$ cat src/inc/fast_counter_pkg.sv
// constants and carrier types for the fast counter bank
package fast_counter_pkg;
  localparam int unsigned NUM_HW = 4;
  localparam int unsigned CNT_W = 32;
  localparam int unsigned SEL_W = 3;
  localparam int unsigned ADDR_W = 8;
  // register offsets
  localparam logic [ADDR_W-1:0] OFF_RD_CTRL = 8'h00;
  localparam logic [ADDR_W-1:0] OFF_WR_CMD = 8'h04;
  localparam logic [ADDR_W-1:0] OFF_MODE = 8'h08;
  localparam logic [ADDR_W-1:0] OFF_CV_BASE = 8'h10;
  localparam logic [ADDR_W-1:0] OFF_PV_BASE = 8'h14;
  localparam logic [ADDR_W-1:0] OFF_STRIDE = 8'h08;
  localparam logic [ADDR_W-1:0] OFF_STATUS = 8'h38;
  localparam logic [ADDR_W-1:0] OFF_MASK = 8'h3C;
  // field positions
  localparam int unsigned RD_EN_BIT = 0;
  localparam int unsigned RD_EDGE_BIT = 1;
  localparam int unsigned RD_SEL_LSB = 4;
  localparam int unsigned WR_SEL_LSB = 0;
  localparam int unsigned WR_TGT_BIT = 3;
  localparam logic [SEL_W-1:0] SEL_TIMER = 3'h4;
  localparam logic TARGET_CV = 1'b0;
  localparam logic TARGET_PV = 1'b1;
  // reset value, wide-mode preset and step of one
  localparam logic [CNT_W-1:0] CNT_RST = 32'h0000_0000;
  localparam logic [CNT_W-1:0] WIDE_PRESET = 32'h0000_0000;
  localparam logic [CNT_W-1:0] CNT_ONE = 32'h0000_0001;
  // fast timer base: 0.1 ms at a 50 ns clock
  localparam int unsigned TICK_NS = 100_000;
  localparam int unsigned CLK_PERIOD_NS = 50;
  localparam int unsigned TICK_CYC_RAW = TICK_NS / CLK_PERIOD_NS;
  localparam int unsigned TICK_CYC = (TICK_CYC_RAW < 1) ? 1 : TICK_CYC_RAW;
  localparam int unsigned TICK_W = $clog2(TICK_CYC + 1);

  typedef struct packed {
    logic valid;
    logic write;
    logic [ADDR_W-1:0] addr;
  } bus_req_t;

  typedef struct packed {
    logic [SEL_W-1:0] sel;
    logic edge_mode;
    logic en;
  } read_op_t;

  typedef struct packed {
    logic target;
    logic [SEL_W-1:0] sel;
  } write_op_t;
endpackage

$ cat src/core/fast_counter_bank.sv
// fast counter bank with fast timer behind an AHB-Lite register slave
//
// Overview of operation
// - wide mode counts down only, preset zero
// - read select codes 0..3 pick counters
// - four independent 32-bit up/down pulse counters
// - counters count, compare, interrupt without software
// - read op copies live count to CPU register
// - hardware preset loads only from CPU preset
// - fast timer increments every 0.1 ms
// - write target 0 current, 1 preset
// - write op moves CPU register into hardware
// - count reaching preset sets pending next cycle, interrupt one cycle later if unmasked
// - write select 0..3 counters, 4 timer
// - writing zero current value clears count
// - match fires each time a step brings count to preset
`timescale 1ns/10ps
module fast_counter_bank #(
  parameter int unsigned NUM_CNT = fast_counter_pkg::NUM_HW
) (
  input wire logic CLK_IN,
  input wire logic RSTN_IN,
  input wire logic HSEL_IN,
  input wire logic [31:0] HADDR_IN,
  input wire logic [1:0] HTRANS_IN,
  input wire logic HWRITE_IN,
  input wire logic [2:0] HSIZE_IN,
  input wire logic [31:0] HWDATA_IN,
  input wire logic HREADY_IN,
  output logic [31:0] HRDATA_OUT,
  output logic HREADYOUT_OUT,
  output logic HRESP_OUT,
  input wire logic [NUM_CNT-1:0] CNT_UP_IN,
  input wire logic [NUM_CNT-1:0] CNT_DN_IN,
  output logic [NUM_CNT:0] PENDING_OUT,
  output logic IRQ_OUT
);
  localparam int unsigned NUM_EVT = NUM_CNT + 1;
  localparam int unsigned TMR = NUM_CNT;
  localparam int unsigned CNT_W = fast_counter_pkg::CNT_W;

  if (NUM_CNT < 1 || NUM_CNT > fast_counter_pkg::NUM_HW) begin : g_bad_cnt
    $error("NUM_CNT must lie between 1 and 4");
  end

  // bus slave: address phase captured, reads take one wait state
  fast_counter_pkg::bus_req_t req_q;
  fast_counter_pkg::bus_req_t req_d;
  logic hready_q;
  logic [31:0] hrdata_q;
  logic [31:0] rd_mux;
  wire bus_acc = HSEL_IN && HTRANS_IN[1] && HREADY_IN;
  wire wr_fire = req_q.valid && req_q.write;
  wire rd_fire = req_q.valid && !req_q.write;
  wire hit_rd_ctrl = req_q.addr == fast_counter_pkg::OFF_RD_CTRL;
  wire hit_wr_cmd = req_q.addr == fast_counter_pkg::OFF_WR_CMD;
  wire hit_mode = req_q.addr == fast_counter_pkg::OFF_MODE;
  wire hit_status = req_q.addr == fast_counter_pkg::OFF_STATUS;
  wire hit_mask = req_q.addr == fast_counter_pkg::OFF_MASK;

  assign req_d.valid = bus_acc;
  assign req_d.write = HWRITE_IN;
  assign req_d.addr = HADDR_IN[fast_counter_pkg::ADDR_W-1:0];

  always_ff @(posedge CLK_IN or negedge RSTN_IN) begin
    if (!RSTN_IN) begin
      req_q <= '0;
      hready_q <= 1'b1;
      hrdata_q <= '0;
    end else begin
      req_q <= req_d;
      hready_q <= !(bus_acc && !HWRITE_IN);
      hrdata_q <= rd_fire ? rd_mux : hrdata_q;
    end
  end

  // control registers
  fast_counter_pkg::read_op_t rd_ctrl_q;
  fast_counter_pkg::write_op_t wr_cmd_q;
  logic rd_en_prev_q;
  logic [NUM_CNT-1:0] mode_q;
  logic [NUM_EVT-1:0] status_q;
  logic [NUM_EVT-1:0] mask_q;
  logic irq_q;
  wire [NUM_EVT-1:0] match;
  wire [NUM_EVT-1:0] w1c = (wr_fire && hit_status) ? HWDATA_IN[NUM_EVT-1:0] : '0;
  wire [NUM_EVT-1:0] status_d = match | (status_q & ~w1c);
  wire wop_fire = wr_fire && hit_wr_cmd;
  wire [fast_counter_pkg::SEL_W-1:0] wop_sel =
    HWDATA_IN[fast_counter_pkg::WR_SEL_LSB +: fast_counter_pkg::SEL_W];
  wire wop_tgt = HWDATA_IN[fast_counter_pkg::WR_TGT_BIT];
  wire rd_trig = rd_ctrl_q.en && (!rd_ctrl_q.edge_mode || !rd_en_prev_q);

  always_ff @(posedge CLK_IN or negedge RSTN_IN) begin
    if (!RSTN_IN) begin
      rd_ctrl_q <= '0;
      wr_cmd_q <= '0;
      rd_en_prev_q <= 1'b0;
      mode_q <= '0;
      status_q <= '0;
      mask_q <= '0;
      irq_q <= 1'b0;
    end else begin
      if (wr_fire && hit_rd_ctrl) begin
        rd_ctrl_q.en <= HWDATA_IN[fast_counter_pkg::RD_EN_BIT];
        rd_ctrl_q.edge_mode <= HWDATA_IN[fast_counter_pkg::RD_EDGE_BIT];
        rd_ctrl_q.sel <= HWDATA_IN[fast_counter_pkg::RD_SEL_LSB +: fast_counter_pkg::SEL_W];
      end
      if (wop_fire) begin
        wr_cmd_q.sel <= wop_sel;
        wr_cmd_q.target <= wop_tgt;
      end
      rd_en_prev_q <= rd_ctrl_q.en;
      mode_q <= (wr_fire && hit_mode) ? HWDATA_IN[NUM_CNT-1:0] : mode_q;
      mask_q <= (wr_fire && hit_mask) ? HWDATA_IN[NUM_EVT-1:0] : mask_q;
      status_q <= status_d;
      irq_q <= |(status_q & mask_q);
    end
  end

  // per channel logic: counters, then the timer in the last slot
  logic [CNT_W-1:0] count_q [NUM_EVT];
  logic [CNT_W-1:0] hw_pv_q [NUM_EVT];
  logic [CNT_W-1:0] cpu_cv_q [NUM_EVT];
  logic [CNT_W-1:0] cpu_pv_q [NUM_EVT];
  wire [CNT_W-1:0] count_d [NUM_EVT];
  wire [CNT_W-1:0] cv_view [NUM_EVT];
  wire [NUM_EVT-1:0] cv_load;
  wire [NUM_EVT-1:0] pv_load;
  wire [NUM_EVT-1:0] hit_cv;
  wire [NUM_EVT-1:0] hit_pv;
  wire [NUM_CNT-1:0] dn_edge;
  wire tick;

  for (genvar i = 0; i < NUM_EVT; i++) begin : g_chan
    localparam logic [fast_counter_pkg::SEL_W-1:0] CODE =
      (i == TMR) ? fast_counter_pkg::SEL_TIMER : fast_counter_pkg::SEL_W'(i);
    localparam logic [fast_counter_pkg::ADDR_W-1:0] CV_OFF =
      fast_counter_pkg::ADDR_W'(fast_counter_pkg::OFF_CV_BASE + i * fast_counter_pkg::OFF_STRIDE);
    localparam logic [fast_counter_pkg::ADDR_W-1:0] PV_OFF =
      fast_counter_pkg::ADDR_W'(fast_counter_pkg::OFF_PV_BASE + i * fast_counter_pkg::OFF_STRIDE);
    wire sel_hit = wop_fire && (wop_sel == CODE);
    wire rd_copy = (i != TMR) && rd_trig && (rd_ctrl_q.sel == CODE);
    wire step;
    wire [CNT_W-1:0] pv_eff;
    wire [CNT_W-1:0] stepped;

    assign hit_cv[i] = req_q.addr == CV_OFF;
    assign hit_pv[i] = req_q.addr == PV_OFF;
    assign cv_load[i] = sel_hit && (wop_tgt == fast_counter_pkg::TARGET_CV);
    assign pv_load[i] = sel_hit && (wop_tgt == fast_counter_pkg::TARGET_PV);
    // a load beats a pulse; a zero load clears the count
    assign count_d[i] = cv_load[i] ? cpu_cv_q[i] : (step ? stepped : count_q[i]);
    assign match[i] = step && !cv_load[i] && (stepped == pv_eff);
    assign cv_view[i] = (i == TMR) ? count_q[i] : cpu_cv_q[i];

    if (i == TMR) begin : g_timer
      assign step = tick;
      assign stepped = count_q[i] + fast_counter_pkg::CNT_ONE;
      assign pv_eff = hw_pv_q[i];
    end else begin : g_counter
      logic up_s1_q, up_s2_q, up_s3_q, dn_s1_q, dn_s2_q, dn_s3_q;
      wire wide = mode_q[i];
      wire up_edge = up_s2_q && !up_s3_q && !wide;
      assign dn_edge[i] = dn_s2_q && !dn_s3_q;
      assign step = up_edge ^ dn_edge[i];
      assign stepped = up_edge ? count_q[i] + fast_counter_pkg::CNT_ONE
                               : count_q[i] - fast_counter_pkg::CNT_ONE;
      assign pv_eff = wide ? fast_counter_pkg::WIDE_PRESET : hw_pv_q[i];
      always_ff @(posedge CLK_IN or negedge RSTN_IN) begin
        if (!RSTN_IN) begin
          {up_s1_q, up_s2_q, up_s3_q} <= 3'h0;
          {dn_s1_q, dn_s2_q, dn_s3_q} <= 3'h0;
        end else begin
          {up_s1_q, up_s2_q, up_s3_q} <= {CNT_UP_IN[i], up_s1_q, up_s2_q};
          {dn_s1_q, dn_s2_q, dn_s3_q} <= {CNT_DN_IN[i], dn_s1_q, dn_s2_q};
        end
      end
    end

    always_ff @(posedge CLK_IN or negedge RSTN_IN) begin
      if (!RSTN_IN) begin
        count_q[i] <= fast_counter_pkg::CNT_RST;
        hw_pv_q[i] <= fast_counter_pkg::CNT_RST;
        cpu_cv_q[i] <= fast_counter_pkg::CNT_RST;
        cpu_pv_q[i] <= fast_counter_pkg::CNT_RST;
      end else begin
        count_q[i] <= count_d[i];
        hw_pv_q[i] <= pv_load[i] ? cpu_pv_q[i] : hw_pv_q[i];
        // copy takes the post-write value, so a write lands first
        if (rd_copy) begin
          cpu_cv_q[i] <= count_d[i];
        end else if (wr_fire && hit_cv[i]) begin
          cpu_cv_q[i] <= HWDATA_IN;
        end
        cpu_pv_q[i] <= (wr_fire && hit_pv[i]) ? HWDATA_IN : cpu_pv_q[i];
      end
    end
  end

  // fast timer tick
  logic [fast_counter_pkg::TICK_W-1:0] tick_q;
  assign tick = tick_q == fast_counter_pkg::TICK_W'(fast_counter_pkg::TICK_CYC - 1);
  always_ff @(posedge CLK_IN or negedge RSTN_IN) begin
    if (!RSTN_IN) begin
      tick_q <= '0;
    end else begin
      tick_q <= tick ? '0 : tick_q + 1'b1;
    end
  end

  // read data selection
  always_comb begin
    rd_mux = '0;
    if (hit_rd_ctrl) begin
      rd_mux = 32'({rd_ctrl_q.sel, 2'b00, rd_ctrl_q.edge_mode, rd_ctrl_q.en});
    end
    if (hit_wr_cmd) begin
      rd_mux = 32'(wr_cmd_q);
    end
    if (hit_mode) begin
      rd_mux = 32'(mode_q);
    end
    if (hit_status) begin
      rd_mux = 32'(status_q);
    end
    if (hit_mask) begin
      rd_mux = 32'(mask_q);
    end
    for (int k = 0; k < NUM_EVT; k++) begin
      if (hit_cv[k]) begin
        rd_mux = cv_view[k];
      end
      if (hit_pv[k]) begin
        rd_mux = cpu_pv_q[k];
      end
    end
  end

  assign HRDATA_OUT = hrdata_q;
  assign HREADYOUT_OUT = hready_q;
  assign HRESP_OUT = 1'b0;
  assign PENDING_OUT = status_q;
  assign IRQ_OUT = irq_q;

  AST_WIDE_DOWN: assert property (@(posedge CLK_IN) disable iff (!RSTN_IN)
    (mode_q[1] && !cv_load[1] && !dn_edge[1]) |=> count_q[1] == $past(count_q[1]))
    else $error("wide counter moved without a down pulse");
  AST_READ_SEL: assert property (@(posedge CLK_IN) disable iff (!RSTN_IN)
    (rd_trig && rd_ctrl_q.sel == 3'h1) |=> cpu_cv_q[1] == $past(count_d[1]))
    else $error("read op did not copy counter one");
  AST_RD_EDGE: assert property (@(posedge CLK_IN) disable iff (!RSTN_IN)
    (rd_ctrl_q.en && rd_ctrl_q.edge_mode && rd_en_prev_q && rd_ctrl_q.sel == 3'h0 &&
     !(wr_fire && hit_cv[0])) |=> cpu_cv_q[0] == $past(cpu_cv_q[0]))
    else $error("edge read fired on a held enable");
  AST_PV_LOAD: assert property (@(posedge CLK_IN) disable iff (!RSTN_IN)
    pv_load[0] |=> hw_pv_q[0] == $past(cpu_pv_q[0]))
    else $error("hardware preset not taken from CPU preset");
  AST_TICK_GAP: assert property (@(posedge CLK_IN) disable iff (!RSTN_IN)
    tick |=> !tick [*8])
    else $error("timer ticks too close together");
  AST_TMR_LOAD: assert property (@(posedge CLK_IN) disable iff (!RSTN_IN)
    (wop_fire && wop_sel == 3'h4 && !wop_tgt) |=> count_q[TMR] == $past(cpu_cv_q[TMR]))
    else $error("code four did not load the timer");
  AST_CV_CLEAR: assert property (@(posedge CLK_IN) disable iff (!RSTN_IN)
    (cv_load[0] && cpu_cv_q[0] == '0) |=> count_q[0] == '0)
    else $error("zero write did not clear the count");
  AST_MATCH_IRQ: assert property (@(posedge CLK_IN) disable iff (!RSTN_IN)
    (match[0] && mask_q[0] && !(wr_fire && hit_mask)) |=> status_q[0] ##1 IRQ_OUT)
    else $error("match did not reach the interrupt");
  AST_PENDING: assert property (@(posedge CLK_IN) disable iff (!RSTN_IN)
    (status_q[0] && !w1c[0]) |=> status_q[0])
    else $error("pending flag lost without acknowledge");
  AST_SAME_CYC: assert property (@(posedge CLK_IN) disable iff (!RSTN_IN)
    (cv_load[0] && rd_trig && rd_ctrl_q.sel == 3'h0) |=> cpu_cv_q[0] == count_q[0])
    else $error("read beside a write missed the new value");
  AST_RD_WAIT: assert property (@(posedge CLK_IN) disable iff (!RSTN_IN)
    (bus_acc && !HWRITE_IN) |=> !HREADYOUT_OUT ##1 HREADYOUT_OUT)
    else $error("read wait state not exactly one cycle");
endmodule

$ cat config.mk
export PLATFORM = sky130hd
export DESIGN_NAME = fast_counter_bank
export DESIGN_NICKNAME = d
export VERILOG_FILES = /design/src/inc/fast_counter_pkg.sv /design/src/core/fast_counter_bank.sv
export SDC_FILE = /design/constraint.sdc
export NUM_CORES = 2
export LEC_CHECK = 0
export BUFFER_PORTS_ARGS = -buffer_cell sky130_fd_sc_hd__buf_2
export CAP_MARGIN = 20
export CORE_MARGIN = 2
export CORE_UTILIZATION = 48
export CTS_BUF_LIST = sky130_fd_sc_hd__clkbuf_16
export DETAILED_ROUTE_END_ITERATION = 8
export PLACE_DENSITY = 0.74
export SKIP_LAST_GASP = 1
export SYNTH_ARGS = -nofsm -noshare
export SYNTH_HDL_FRONTEND = slang
export SYNTH_SLANG_ARGS = --single-unit
$ cat constraint.sdc
create_clock -name CLK_IN -period 5.65 [get_ports CLK_IN]
set_input_delay 1.13 -clock CLK_IN [delete_from_list [all_inputs] [get_ports CLK_IN]]
set_output_delay 1.13 -clock CLK_IN [all_outputs]
set_load 0.03 [all_outputs]
After elaboration in Yosys (flattened, before gate mapping):

Index checks and enable logic that the tools add are counted.
Widths: inputs -> output; s select.

* register bits: 743
* bits of input ports: 82
* output and inout bits: 40
* logic and storage cells: 243

* add/subtract/negate cells: 10
* equality and inequality tests: 27
* muxes and demuxes: 43
* bitwise logic cells: 9
* reductions and logical operators: 94

Operators with widths (count)
* $mux 32: 36
* $add 32x1->32 const B: 5
* $eq 32x32->1: 5
* $sub 32x1->32 const B: 4
* $eq 8x6->1 const B: 8
* $logic_and 1x1->1: 62
* $mux 7: 5
* $eq 8x5->1 const B: 4
* $logic_not 1->1: 22
* $eq 3x2->1 const B: 4
* $add 11x1->11 const B: 1
* $eq 11x11->1 const B: 1
* $mux 11: 1
* $and 5x5->5: 2
* $reduce_bool 2->1: 5
* $eq 8x3->1 const B: 1
* $eq 8x4->1 const B: 1
* $logic_not 8->1: 1
* $eq 3x1->1 const B: 2
* $logic_not 3->1: 2
* $mux 5: 1
* $not 5->5: 1
* $or 5x5->5: 1
* $reduce_or 5->1: 1
* other kinds (4): 7

Longest topological paths before layout:

* depth in word-level cells: 16
* depth in mapped cells: 16
* depth with buffers taken out: 15

Worst setup path after synthesis:

Ideal clock, no wire load.

* path kind: reg-to-reg
* start: reg mode_q[0]
* end: reg status_q[0], in the netlist PENDING_OUT[0]
* setup time: 0.092 ns
* arrival time: 4.781 ns
* data required time: 5.558 ns
* path slack: 0.778 ns
* cell stages (with the launch flop): 15
* path buffers: 0
* clock period less this slack: 4.872 ns
* path through: dfrtp_1 -> nor3b_1 -> inv_1 -> ha_1 -> nor2b_4 -> o31a_4 -> o21ai_2 -> nand4_4 -> a31oi_4 -> xnor3_1 -> or4b_1 -> a32o_1 -> or4_1 -> or4_1 -> o31ai_2

* word-level cells in the longest chain between the ends: 6
* elaborated cells between the ends (all ways): 9
* classes of those cells: eq/ne (1); mux (2); bitwise (2); reduce/logical (4)

Ends and longest elaborated chain
* start: declaration: RTL line fast_counter_bank.sv:81 `logic [NUM_CNT-1:0] mode_q;`
* start signal: assignment: RTL line fast_counter_bank.sv:114 `mode_q <= (wr_fire && hit_mode) ? HWDATA_IN[NUM_CNT-1:0] : mode_q;`
* $logic_not 1->1: RTL line fast_counter_bank.sv:164 `wire up_edge = up_s2_q && !up_s3_q && !wide;`
* $logic_and 1x1->1: RTL line fast_counter_bank.sv:164
* $mux 32 or $xor 1x1->1 (tied branches): RTL line fast_counter_bank.sv:167, fast_counter_bank.sv:166
* $eq 32x32->1 or $logic_and 1x1->1 (tied branches): RTL line fast_counter_bank.sv:154 `assign match[i] = step && !cv_load[i] && (stepped == pv_eff);`
* $logic_and 1x1->1 (*): RTL line fast_counter_bank.sv:154
* $or 5x5->5 (*): RTL line fast_counter_bank.sv:87 `wire [NUM_EVT-1:0] status_d = match | (status_q & ~w1c);`
* net status_d[0]: RTL line fast_counter_bank.sv:87
* end signal: assignment: RTL line fast_counter_bank.sv:116 `status_q <= status_d;`
* end: declaration: RTL line fast_counter_bank.sv:82 `logic [NUM_EVT-1:0] status_q;`

The timed path passes the listed nets; every way through them passes the cells marked *.
A chain may end at the register's enable or synchronous reset.

Final worst setup path:

Ends and elaborated chain as after synthesis.

==> impl_metrics.json <==
{
  "grt_max_degree": 136,
  "die_width_um": 308,
  "ys.flop_type": "dfrtp_1",
  "synth_common_cells": "742 x dfrtp_1, 451 x nand2_1, 409 x nor2_1",
  "drc": 0,
  "pin_count": 122,
  "cp.arrival_ps": 5570,
  "post_cts_buffers": 0,
  "overflow": 0,
  "clkSlewWorstSetupHoldPaths_ps": 70,
  "vias_per_cell": 6.47,
  "cts_tree": "done",
  "wl_um": 156000,
  "min_period_over_period": 0.886,
  "nFillCells": 8220,
  "yosysMostFrequentCell": "dfrtp_1",
  "synth-seq-cells": 743,
  "die_h_um": 308,
  "port_buffers": 92,
  "finalSetupTns_ps": 0,
  "cp_cell_sequence": "nor3b_1 > buf_4 > inv_1 > buf_4 > ha_1 > o21ai_0 > o21ai_1 > nand4_1 > a31oi_1 > nor3_1 > or2_2 > o32a_1 > a32o_1 > or4_1 > or4_1 > o31ai_2",
  "place.gp.congestion": 1.01,
  "p_leak_nw": 21.1,
  "r2r_setup_slack_ps": 640,
  "rows": 111,
  "clockBufferDepth": 3,
  "drive_gt1_frac": 0.153,
  "slew_violations": 0,
  "rsz0062_at_grt": "no",
  "synth_top_family_by_area": "compound AO/OA/AOI/OAI gates",
  "required_ps": 6210,
  "clockRootBuffer": "clkbuf_16",
  "status": "finished clean",
  "fin_skew_ps": 37.6,
  "setup_viol": 0,
  "fin_total_pwr_mw": 23.7,
  "grt_pass1_vias": 35900,
  "drv_cap": 0,
  "syn-num-nets": 4921,
  "post_cts_resized": 0,
  "ir_drop_uv": 309,
  "yosysTopAreaCell": "dfrtp_1",
  "clock_latency_ps": 680,
  "placed_cell_area_um2": 46100,
  "reg2reg_from": "mode_q[0]",
  "min_period_ps": 5010,
  "cts_buffers": 81,
  "yosysSeqAreaShare": 0.419,
  "fmax_ghz": 0.200,
  "synthArstFlopShare": 1.00,
  "worst-path-buf-inv": 3,
  "netlist_area_um2": 44400,
  "synthAdderAreaFrac": 0.0375,
  "slowest_delay_ps": 600,
  "crit_family": "simple AND/OR/NAND/NOR gates",
  "hold_class": "reg -> reg",
  "fin_nets": 4893,
  "timing.slew.headroom": 0.239,
  "fin_hold_ws_ps": 350,
  "synth.top_cells.by_area": "dfrtp_1 42%, mux2_2 9.0%, a21oi_1 3.9%, nand2_1 3.8%, mux2i_1 3.6%",
  "hold_viol": 0,
  "synth_cell_type_count": 102,
  "wl_per_cell_um": 26.3,
  "timing.rr.end": "PENDING_OUT[0]",
  "cp_max_fo": 17,
  "antenna_left": 0,
  "reg2reg_depth": 16,
  "grt_pass1_wl_um": 231000,
  "synth-edff-count": 0,
  "drtIter0Drc": 4620,
  "start_util": 0.484,
  "final_area_um2": 48700,
  "final_util": 0.532,
  "hpwl_um": 112000,
  "gr-usage-all-layers": 0.325,
  "ys_warn_count": 0,
  "synth-simple-area-share": 0.156,
  "dr.pass1.iters": 8,
  "core_area_um2": 91700,
  "cp-endpoint": "PENDING_OUT[0]",
  "synth_compound_area_frac": 0.178,
  "antenna_found_initial": 7,
  "syn_to_final_growth_pct": 9.74,
  "synth_cells": 4709,
  "syn_area_per_cell_um2": 9.43,
  "synth_xor_area_frac": 0.0505,
  "vias": 38400,
  "yosysTopAreaCellShare": 0.418,
  "die-area_um2": 95000,
  "worstMarginPinSlew_ps": 1140,
  "hold_buffers": 0,
  "h-tree-depth": 3,
  "synth.area.mux_share": 0.126,
  "p_per_area_nw_per_um2": 486,
  "path_depth": 16,
  "cpMaxStageDelayCell": "or4_1",
  "path_class": "reg -> reg",
  "critPathLaunch": "mode_q[0]",
  "end_kind": "flop",
  "start_kind": "flop",
  "cts.sinks": 743
}
power breakdown:
part | total [mW] | leakage, nW | switching (mW) | internal [mW]
logic | 10.9 | 10.9 | 6.58 | 4.33
registers | 7.54 | 8.91 | 1.22 | 6.32
clock network | 5.25 | 1.31 | 2.37 | 2.88
total | 23.7 | 21.1 | 10.2 | 13.5
routing by layer:
layer,global-route usage,part of all wire,wire length [um]
met2,0.465,0.42,64900
met5,0,0.00017,27
met1,0.460,0.42,65300
met3,0.0823,0.11,17300
met4,0.153,0.054,8360
cell type report:
cell class	count	area [um^2]	area share
Multi-Input combinational cell	3587	24500	0.503
Sequential cell	743	18600	0.382
Clock buffer	83	2080	0.0426
Tap cell	1186	1480	0.0305
Timing Repair Buffer	185	1260	0.0258
Clock inverter	64	507	0.0104
Inverter	83	312	0.00639
Antenna cell	2	5.00	0.000103
placed cells by master (no fill, tap or decap), types with 50 or more instances in the layout:
cell / netlist / layout
nand2_1: 451 / 447
mux2_2: 355 / 355
dfrtp_1: 742 / 742
buf_4: 2 / 86
a21oi_1: 349 / 349
nand3_1: 126 / 126
clkbuf_16: 0 / 83
mux2i_1: 160 / 160
xor2_1: 80 / 79
o21ai_0: 319 / 319
a31oi_1: 63 / 63
o21a_1: 55 / 55
inv_1: 82 / 100
xnor2_1: 145 / 142
nand4_1: 50 / 50
a22oi_1: 73 / 73
nor2_1: 409 / 395
nor3_1: 97 / 93
ha_1: 126 / 126
buf_2: 1 / 91
flip-flops by register name, summed over array words and instances, names as in the netlist:
name / count
HRDATA_OUT: 32
HREADYOUT_OUT: 1
IRQ_OUT: 1
PENDING_OUT: 5
count_q: 160
cpu_cv_q: 160
cpu_pv_q: 160
g_chan.g_counter.dn_s1_q: 4
g_chan.g_counter.dn_s2_q: 4
g_chan.g_counter.dn_s3_q: 4
g_chan.g_counter.up_s1_q: 4
g_chan.g_counter.up_s2_q: 4
g_chan.g_counter.up_s3_q: 4
g_chan.pv_eff: 32
hw_pv_q: 128
mask_q: 5
mode_q: 4
rd_ctrl_q: 5
rd_en_prev_q: 1
req_q: 10
tick_q: 11
wr_cmd_q: 4
stage by stage:
stage / std cells / setup WS (ps)
floorplan: 4709 / 778
global placement: 5783 / 709
detailed placement: 5783 / 700
CTS: 5930 / 675
global route: 5931 / 304
finish: 5933 / 643
kinds of logic after synthesis:
group,count (synthesis)
xor gates and xnor gates,237
buffers and inverters,379
DFF,743
adders and majority gates,131
other,1
muxes,515
and+or+nand+nor,1457
AOI/OAI and AO/OA,1246
worst min-delay path by stage:
| stage | end | depth (start not counted) | start |
|---|---|---|---|
| after floorplan | g_chan[0].g_counter.dn_s2_q | 0 | g_chan[0].g_counter.dn_s1_q |
| after global placement | g_chan[2].g_counter.dn_s2_q | 0 | g_chan[2].g_counter.dn_s1_q |
| after detailed placement | g_chan[1].g_counter.up_s2_q | 0 | g_chan[1].g_counter.up_s1_q |
| after CTS | g_chan[2].g_counter.up_s2_q | 0 | g_chan[2].g_counter.up_s1_q |
| after global routing | g_chan[2].g_counter.dn_s2_q | 0 | g_chan[2].g_counter.dn_s1_q |
| final | g_chan[2].g_counter.up_s2_q | 0 | g_chan[2].g_counter.up_s1_q |
(Power assumes the default switching activity.)
